<file path="src/rtl/overlay_blend_pkg.sv">
package overlay_blend_pkg;

    // ------------------------------------------------------------
    // Register byte offsets
    // ------------------------------------------------------------
    localparam logic [7:0] OFS_STATUS = 8'h00;
    localparam logic [7:0] OFS_CTL = 8'h04;
    localparam logic [7:0] OFS_ALPHA_CLR = 8'h08;
    localparam logic [7:0] OFS_ALPHA_SET = 8'h0C;
    localparam logic [7:0] OFS_KEY = 8'h10;
    localparam logic [7:0] OFS_MASK = 8'h14;
    localparam logic [7:0] OFS_CLIP = 8'h18;
    localparam int ADDR_LSB = 0;
    localparam int ADDR_MSB = 7;

    // ------------------------------------------------------------
    // Field positions
    // ------------------------------------------------------------
    localparam int CTL_EXT_EN = 0;
    localparam int CTL_FINE_EN = 1;
    localparam int CTL_KEY_EN = 2;
    localparam int CTL_CLIP_EN = 3;
    localparam int CTL_W = 4;
    localparam int STAT_IDENT_BIT = 4;
    localparam int STAT_BWERR_BIT = 5;
    localparam int MASK_Y_LSB = 0;
    localparam int CHROMA_KEY_MASK_LSB = 8;
    localparam int MASK_FLD_W = 3;

    // ------------------------------------------------------------
    // Reset values and fixed limits
    // ------------------------------------------------------------
    localparam logic [31:0] CLIP_RESET = 32'hF010EB10;
    localparam logic [7:0] FIXED_CLIP_LO = 8'h10;
    localparam logic [7:0] FIXED_CLIP_HI = 8'hF0;
    localparam logic [2:0] MASK_MAX = 3'h4;
    localparam logic [7:0] ALPHA_FULL = 8'h80;
    localparam logic [16:0] ROUND_HALF = 17'h00040;
    localparam logic [1:0] HTRANS_NONSEQ = 2'h2;
    localparam logic [1:0] HRESP_OKAY = 2'h0;

    // ------------------------------------------------------------
    // Pixel carriers: one 4:2:2 pair per transfer
    // ------------------------------------------------------------
    typedef struct packed {
        logic [7:0] y0;
        logic [7:0] y1;
        logic [7:0] u;
        logic [7:0] v;
    } yuv_pair_t;

    typedef struct packed {
        logic in_area;
        yuv_pair_t ovl;
        yuv_pair_t img;
    } pix_in_t;

    typedef struct packed {
        logic in_area;
        yuv_pair_t pix;
    } pix_out_t;

endpackage

</file>
<file path="src/rtl/overlay_blend_key_clip.sv">
`timescale 1ns/1ps
`default_nettype none

module overlay_blend_key_clip
    import overlay_blend_pkg::*;
(
    // Clock and reset
    input wire logic hclk,
    input wire logic hresetn,
    // AHB-Lite slave
    input wire logic hsel,
    input wire logic [31:0] haddr,
    input wire logic [1:0] htrans,
    input wire logic hwrite,
    input wire logic [2:0] hsize,
    input wire logic [31:0] hwdata,
    input wire logic hready,
    output logic [31:0] hrdata,
    output logic hreadyout,
    output logic [1:0] hresp,
    // Pixel stream in
    input wire logic pix_in_valid,
    input wire pix_in_t pix_in,
    input wire logic bw_error,
    // Pixel stream out
    output logic pix_out_valid,
    output pix_out_t pix_out
);

    // ------------------------------------------------------------
    // Helpers
    // ------------------------------------------------------------
    function automatic logic [7:0] blend(input logic [7:0] a, input logic [7:0] ov,
                                         input logic [7:0] im);
        logic [7:0] w_img;
        logic [16:0] sum;
        w_img = ALPHA_FULL - {1'b0, a[6:0]};
        // Widen each operand first so no product wraps at eight bits
        sum = 17'(a[6:0]) * 17'(ov) + 17'(w_img) * 17'(im) + ROUND_HALF;
        if (a[7]) begin
            return ov;
        end
        return sum[14:7];
    endfunction

    // Bounds of 0 and 255 pass every value through unchanged
    function automatic logic [7:0] clip(input logic [7:0] v, input logic [7:0] lo,
                                        input logic [7:0] hi);
        if (v <= lo) begin
            return lo;
        end
        if (v >= hi) begin
            return hi;
        end
        return v;
    endfunction

    // Field values above four are held to four masked bits
    function automatic logic [7:0] key_mask(input logic [2:0] n);
        logic [2:0] k;
        k = (n > MASK_MAX) ? MASK_MAX : n;
        return 8'hFF << k;
    endfunction

    function automatic logic key_eq(input logic [7:0] a, input logic [7:0] b,
                                    input logic [7:0] m);
        return ((a ^ b) & m) == 8'h00;
    endfunction

    // ------------------------------------------------------------
    // Registers
    // ------------------------------------------------------------
    logic [CTL_W-1:0] ctl_r;
    logic [7:0] alpha_clr_r;
    logic [7:0] alpha_set_r;
    logic [31:0] key_r;
    logic [31:0] mask_r;
    logic [31:0] clip_r;
    logic bw_err_r;

    logic wr_pend_r;
    logic rd_pend_r;
    logic [7:0] wr_addr_r;
    logic [7:0] rd_addr_r;
    logic [31:0] hrdata_r;
    logic hreadyout_r;
    logic [1:0] hresp_r;

    logic addr_ok;
    assign addr_ok = hsel && hready && htrans == HTRANS_NONSEQ;

    // Address phase capture; reads take one wait state so any write
    // ahead of them has committed before data is sampled
    always_ff @(posedge hclk or negedge hresetn) begin
        if (!hresetn) begin
            wr_pend_r <= 1'b0;
            rd_pend_r <= 1'b0;
            wr_addr_r <= 8'h00;
            rd_addr_r <= 8'h00;
        end else begin
            wr_pend_r <= addr_ok && hwrite;
            rd_pend_r <= addr_ok && !hwrite;
            if (addr_ok) begin
                wr_addr_r <= haddr[ADDR_MSB:ADDR_LSB];
                rd_addr_r <= haddr[ADDR_MSB:ADDR_LSB];
            end
        end
    end

    // Writes never stall; a read holds ready low for one cycle
    always_ff @(posedge hclk or negedge hresetn) begin
        if (!hresetn) begin
            hreadyout_r <= 1'b1;
            hresp_r <= HRESP_OKAY;
        end else begin
            hreadyout_r <= !(addr_ok && !hwrite);
            hresp_r <= HRESP_OKAY;
        end
    end

    // Write data phase; status has no write path at all
    always_ff @(posedge hclk or negedge hresetn) begin
        if (!hresetn) begin
            ctl_r <= '0;
            alpha_clr_r <= 8'h00;
            alpha_set_r <= 8'h00;
            key_r <= 32'h00000000;
            mask_r <= 32'h00000000;
            clip_r <= CLIP_RESET;
        end else if (wr_pend_r) begin
            unique case (wr_addr_r)
                OFS_CTL: ctl_r <= hwdata[CTL_W-1:0];
                OFS_ALPHA_CLR: alpha_clr_r <= hwdata[7:0];
                OFS_ALPHA_SET: alpha_set_r <= hwdata[7:0];
                OFS_KEY: key_r <= {8'h00, hwdata[23:0]};
                OFS_MASK: mask_r <= {21'h0, hwdata[10:8], 5'h0, hwdata[2:0]};
                OFS_CLIP: clip_r <= hwdata;
                default: ;
            endcase
        end
    end

    always_ff @(posedge hclk or negedge hresetn) begin
        if (!hresetn) begin
            bw_err_r <= 1'b0;
        end else begin
            bw_err_r <= bw_error;
        end
    end

    always_ff @(posedge hclk or negedge hresetn) begin
        if (!hresetn) begin
            hrdata_r <= 32'h00000000;
        end else if (rd_pend_r) begin
            hrdata_r <= 32'h00000000;
            unique case (rd_addr_r)
                OFS_STATUS: begin
                    hrdata_r[STAT_IDENT_BIT] <= 1'b1;
                    hrdata_r[STAT_BWERR_BIT] <= bw_err_r;
                end
                OFS_CTL: hrdata_r[CTL_W-1:0] <= ctl_r;
                OFS_ALPHA_CLR: hrdata_r[7:0] <= alpha_clr_r;
                OFS_ALPHA_SET: hrdata_r[7:0] <= alpha_set_r;
                OFS_KEY: hrdata_r <= key_r;
                OFS_MASK: hrdata_r <= mask_r;
                OFS_CLIP: hrdata_r <= clip_r;
                default: ;
            endcase
        end
    end

    assign hrdata = hrdata_r;
    assign hreadyout = hreadyout_r;
    assign hresp = hresp_r;

    // ------------------------------------------------------------
    // Stage 1: keying and blending
    // ------------------------------------------------------------
    logic fine_on;
    logic key_on;
    logic [7:0] alpha_u;
    logic [7:0] alpha_v;
    logic [7:0] eff_u;
    logic [7:0] eff_v;
    logic [7:0] m_y;
    logic [7:0] m_uv;
    logic key_hit0;
    logic key_hit1;

    assign fine_on = ctl_r[CTL_EXT_EN] && ctl_r[CTL_FINE_EN];
    assign key_on = ctl_r[CTL_EXT_EN] && ctl_r[CTL_KEY_EN];
    assign alpha_u = pix_in.ovl.u[0] ? alpha_set_r : alpha_clr_r;
    assign alpha_v = pix_in.ovl.v[0] ? alpha_set_r : alpha_clr_r;
    // Coarse mode keeps only the three top alpha bits: 0, 25, 50, 75 percent, or full overlay when bit 7 is set
    assign eff_u = fine_on ? alpha_u : {alpha_u[7:5], 5'h00};
    assign eff_v = fine_on ? alpha_v : {alpha_v[7:5], 5'h00};
    assign m_y = key_mask(mask_r[MASK_Y_LSB +: MASK_FLD_W]);
    assign m_uv = key_mask(mask_r[CHROMA_KEY_MASK_LSB +: MASK_FLD_W]);
    // Both luma samples share the one chroma pair in the compare
    assign key_hit0 = key_on && key_eq(pix_in.ovl.y0, key_r[7:0], m_y)
        && key_eq(pix_in.ovl.u, key_r[15:8], m_uv)
        && key_eq(pix_in.ovl.v, key_r[23:16], m_uv);
    assign key_hit1 = key_on && key_eq(pix_in.ovl.y1, key_r[7:0], m_y)
        && key_eq(pix_in.ovl.u, key_r[15:8], m_uv)
        && key_eq(pix_in.ovl.v, key_r[23:16], m_uv);

    logic s1_valid_r;
    pix_out_t s1_r;

    always_ff @(posedge hclk or negedge hresetn) begin
        if (!hresetn) begin
            s1_valid_r <= 1'b0;
            s1_r <= '0;
        end else begin
            s1_valid_r <= pix_in_valid;
            if (pix_in_valid) begin
                s1_r.in_area <= pix_in.in_area;
                // Keyed first pixel drops the overlay from y0, u and v; a keyed second pixel only from its luma
                s1_r.pix.y0 <= key_hit0 ? pix_in.img.y0
                    : blend(eff_u, pix_in.ovl.y0, pix_in.img.y0);
                s1_r.pix.y1 <= key_hit1 ? pix_in.img.y1
                    : blend(eff_v, pix_in.ovl.y1, pix_in.img.y1);
                s1_r.pix.u <= key_hit0 ? pix_in.img.u
                    : blend(eff_u, pix_in.ovl.u, pix_in.img.u);
                s1_r.pix.v <= key_hit0 ? pix_in.img.v
                    : blend(eff_u, pix_in.ovl.v, pix_in.img.v);
            end
        end
    end

    // ------------------------------------------------------------
    // Stage 2: clipping, last in the pipeline
    // ------------------------------------------------------------
    logic [7:0] y_lo;
    logic [7:0] y_hi;
    logic [7:0] c_lo;
    logic [7:0] c_hi;
    logic clip_prog;

    assign clip_prog = ctl_r[CTL_CLIP_EN];
    assign y_lo = clip_prog ? clip_r[7:0] : FIXED_CLIP_LO;
    assign y_hi = clip_prog ? clip_r[15:8] : FIXED_CLIP_HI;
    assign c_lo = clip_prog ? clip_r[23:16] : FIXED_CLIP_LO;
    assign c_hi = clip_prog ? clip_r[31:24] : FIXED_CLIP_HI;

    logic pix_out_valid_r;
    pix_out_t pix_out_r;
    logic out_prog_r;

    always_ff @(posedge hclk or negedge hresetn) begin
        if (!hresetn) begin
            pix_out_valid_r <= 1'b0;
            pix_out_r <= '0;
            out_prog_r <= 1'b0;
        end else begin
            pix_out_valid_r <= s1_valid_r;
            if (s1_valid_r) begin
                out_prog_r <= clip_prog;
                pix_out_r.in_area <= s1_r.in_area;
                if (s1_r.in_area) begin
                    pix_out_r.pix.y0 <= clip(s1_r.pix.y0, y_lo, y_hi);
                    pix_out_r.pix.y1 <= clip(s1_r.pix.y1, y_lo, y_hi);
                    pix_out_r.pix.u <= clip(s1_r.pix.u, c_lo, c_hi);
                    pix_out_r.pix.v <= clip(s1_r.pix.v, c_lo, c_hi);
                end else begin
                    pix_out_r.pix <= s1_r.pix;
                end
            end
        end
    end

    assign pix_out_valid = pix_out_valid_r;
    assign pix_out = pix_out_r;
endmodule // overlay_blend_key_clip

`default_nettype wire

</file>
<file path="config.mk">
export PLATFORM = sky130hd
export DESIGN_NAME = overlay_blend_key_clip
export DESIGN_NICKNAME = d
export VERILOG_FILES = /design/src/rtl/overlay_blend_pkg.sv /design/src/rtl/overlay_blend_key_clip.sv
export SDC_FILE = /design/constraint.sdc
export NUM_CORES = 2
export LEC_CHECK = 0
export ABC_CLOCK_PERIOD_IN_PS = 16700
export BUFFER_PORTS_ARGS = -buffer_cell sky130_fd_sc_hd__clkbuf_2
export CAP_MARGIN = 20
export CORE_ASPECT_RATIO = 1.5
export CORE_MARGIN = 10
export CORE_UTILIZATION = 45
export CTS_BUF_LIST = sky130_fd_sc_hd__clkbuf_8 sky130_fd_sc_hd__clkbuf_16
export CTS_CLUSTER_DIAMETER = 40
export DETAILED_ROUTE_END_ITERATION = 7
export MAX_ROUTING_LAYER = met4
export PLACE_DENSITY = 0.64
export SYNTH_ARGS = -nofsm -noshare
export SYNTH_HDL_FRONTEND = slang
export SYNTH_SLANG_ARGS = --single-unit
</file>
<file path="constraint.sdc">
create_clock -name hclk -period 16.7 [get_ports hclk]
set_clock_uncertainty 0.1 [all_clocks]
set_input_delay 1.67 -clock hclk [delete_from_list [all_inputs] [get_ports hclk]]
set_output_delay 1.67 -clock hclk [all_outputs]
set_load 0.02 [all_outputs]
</file>
==> metrics.txt <==
via count of the first global-routing pass=22900; share of post-route cells with drive strength above 1=0.136; Total Nets Final=3766; GRT Overall Usage=0.246; CTS tree=done; worst-case setup margin in the final layout=7.29 ns; cell area after technology mapping=26700 µm²; buffer levels on the longest clock path=2; clock period minus worst slack=9.41 ns; sort of element at the end of the critical path=flip-flop; standard-cell row count=109; CP Launch Type=input port; RSZ-0062 raised after global routing=no; final cycle utilization of the critical path=0.563; Post-synth ARST share=1.00; proportion of netlist area held by the largest area contributor=0.267; biggest area contributors in the synthesized netlist=fa_1 (27%), dfrtp_1 (17%), ha_1 (13%), inv_1 (7.7%), and2_1 (4.9%); post-detailed-route count of antenna-violating nets=0; Max-slew headroom=0.225; sequential element share of the synthesized area=0.182; delay contributed by the slowest stage of the critical path=0.56 ns; insertion delay to the later sink of the worst-skew pair=0.47 ns; buffers inserted during post-CTS setup optimization=0; Sum Neg Setup Slack=0 ns; wire length of the first global-routing pass=129000 µm; number of input and output port buffers inserted=180; Static Leak=14.8 nW; final weighted congestion in routability-driven placement=0.935; global-route congestion overflow total=0; Post-CTS Hold Buffers=0; number of instances in the synthesized netlist=2894; path class of the lowest-slack min-delay path=flip-flop to flip-flop; Synth cell types=75; outcome=finished clean; effective utilization at floorplan=0.453; power density of the placed cells=146 nW/µm²; final number of setup-violating endpoints=0; Total Wirelength=82000 µm; FF+latch count, synth=194; Yosys warning count=0; area growth from synthesis to final layout=8.50%; mean area per synthesized cell=9.23 µm²; leading cell types by count after synthesis=inv_1 (545), fa_1 (356), nand2_1 (324), ha_1 (278), and2_1 (211); number of vias after detailed routing=20800; DRT Pass-1 Iters=7; CP Max Fanout=24; Critical Path AT=9.67 ns; number of enable-type register cells in the synthesized netlist=0; post-route total power=4.24 mW; max capacitance violation total=0; detailed router's first-iteration violation count=1240; CTS H-Tree Depth=4; number of remaining DRC errors=0; DR vias/cell=5.50; vertical die dimension=318 µm; Peak VDD IR=0.115 mV; Hold Vio Cnt, Final=0; cell type with the highest aggregate area in the netlist=fa_1; Final Max Slew Viols=0; worst-margin pin slew=1.15 ns; count leader, synth=inv_1; # resized after CTS=0; Core ar.=58900 µm²; post-placement worst setup slack=6.90 ns; antenna violations before repair=5; largest net degree at the start of global routing=126; horizontal extent of the die=219 µm; sinks on the clock net=194; drt wl/cell=21.7 µm; CP max-delay cell=fa_1; Register-to-Register Setup Slack=8.43 ns; clock tree root buffer cell=clkbuf_16; WS Path Type=input port to flip-flop; Required @ worst endpoint=16.96 ns; Worst-path clk slew=0.09 ns; clock buffers created by TritonCTS=17; number of top-level pins=210; fmax=0.106 GHz; Die ar.=69700 µm²; most instantiated flip-flop cell in the synthesis netlist=dfrtp_1; DPL Wire Length=65700 µm
-- worst paths after layout --
kind / from / to / depth (start not counted)
setup / recovery: pix_in[40] / s1_r[13] / 31
hold / removal: rd_addr_r[6] / rd_addr_r[6] / 1
setup reg to reg: ctl_r[1] / s1_r[13] / 30
hold reg to reg: rd_addr_r[6] / rd_addr_r[6] / 1
max in group asynchronous: hresetn / s1_valid_r / 2
min in group asynchronous: hresetn / rd_addr_r[0] / 1
-- where the power goes --
part / switching [mW] / internal [mW]
clock: 0.222 / 0.203
sequential: 0.140 / 0.580
combinational: 1.74 / 1.36
-- cells by family after synthesis --
logic type,after synthesis,share of synthesized area
and+or+nand+nor,817,0.151
buffers and inverters,679,0.0963
adders and majority gates,634,0.397
AOI/OAI and AO/OA,341,0.0858
DFF,194,0.182
muxes,139,0.0581
xor gates and xnor gates,89,0.0295
other,1,0.000140
-- layout by cell type (no fill, tap or decap), types with 6 or more instances in the layout --
cell type	count
clkbuf_16	17
nor3_1	14
o21ai_1	13
nand2_1	323
nor2_1	111
clkbuf_2	179
a22oi_1	34
nand4_1	10
inv_1	545
a21o_1	21
nor2b_1	7
and2_1	211
o211ai_1	21
fa_1	356
mux2_2	111
nand3_1	31
a21oi_1	79
a31oi_1	16
xor2_1	25
o21ai_0	47
dfstp_2	13
clkinv_8	6
nand2b_1	32
ha_1	278
mux2i_1	24
and3_1	40
o221a_2	7
buf_4	30
o22ai_1	23
dfrtp_1	179
xnor2_1	60
a221oi_1	15
-- per-layer routing --
metal  vias up  track usage  wire (µm)
li1       9399            -          -
met4         0        0.147       5310
met1     10600        0.263      30100
met2       585        0.433      43500
met3       214       0.0225       3130
met5         -            -          0
-- worst max-delay path: cells and delay by family --
family	cells	cell delay, ns
adders and majority gates	8	3.48
muxes	1	0.31
buffers and inverters	9	1.42
AOI/OAI and AO/OA	5	1.24
xor gates and xnor gates	2	0.22
and+or+nand+nor	6	1.29
-- layout make-up --
class,instances,area (µm²)
clock inverters,15,185
diodes,5,12.5
inverters,546,2050
clock buffers,17,425
flip-flops and latches,194,4870
repair buffers,210,1130
fillers,5694,29900
multi-input cells,2022,19300
well taps,777,972
-- sequential cells by signal, indices dropped and copies added, names as in the netlist, 4 cells and up --
signal	count
ctl_r	4
rd_addr_r	8
hrdata	32
clip_r	32
key_r	24
pix_out	33
alpha_set_r	8
mask_r	6
alpha_clr_r	8
s1_r	33
-- per-stage QoR --
step / hold slack, ns / util / area [µm²] / instances
2_1_floorplan: 0.336 / - / 26700 / 2895
3_3_place_gp: 0.392 / 0.481 / 28400 / 3749
3_5_place_dp: 0.395 / 0.481 / 28400 / 3749
4_1_cts: 0.415 / 0.492 / 29000 / 3781
5_1_grt: 0.431 / 0.492 / 29000 / 3786
6_report: 0.415 / 0.492 / 29000 / 3786
Power figures use the tool's default switching activity.
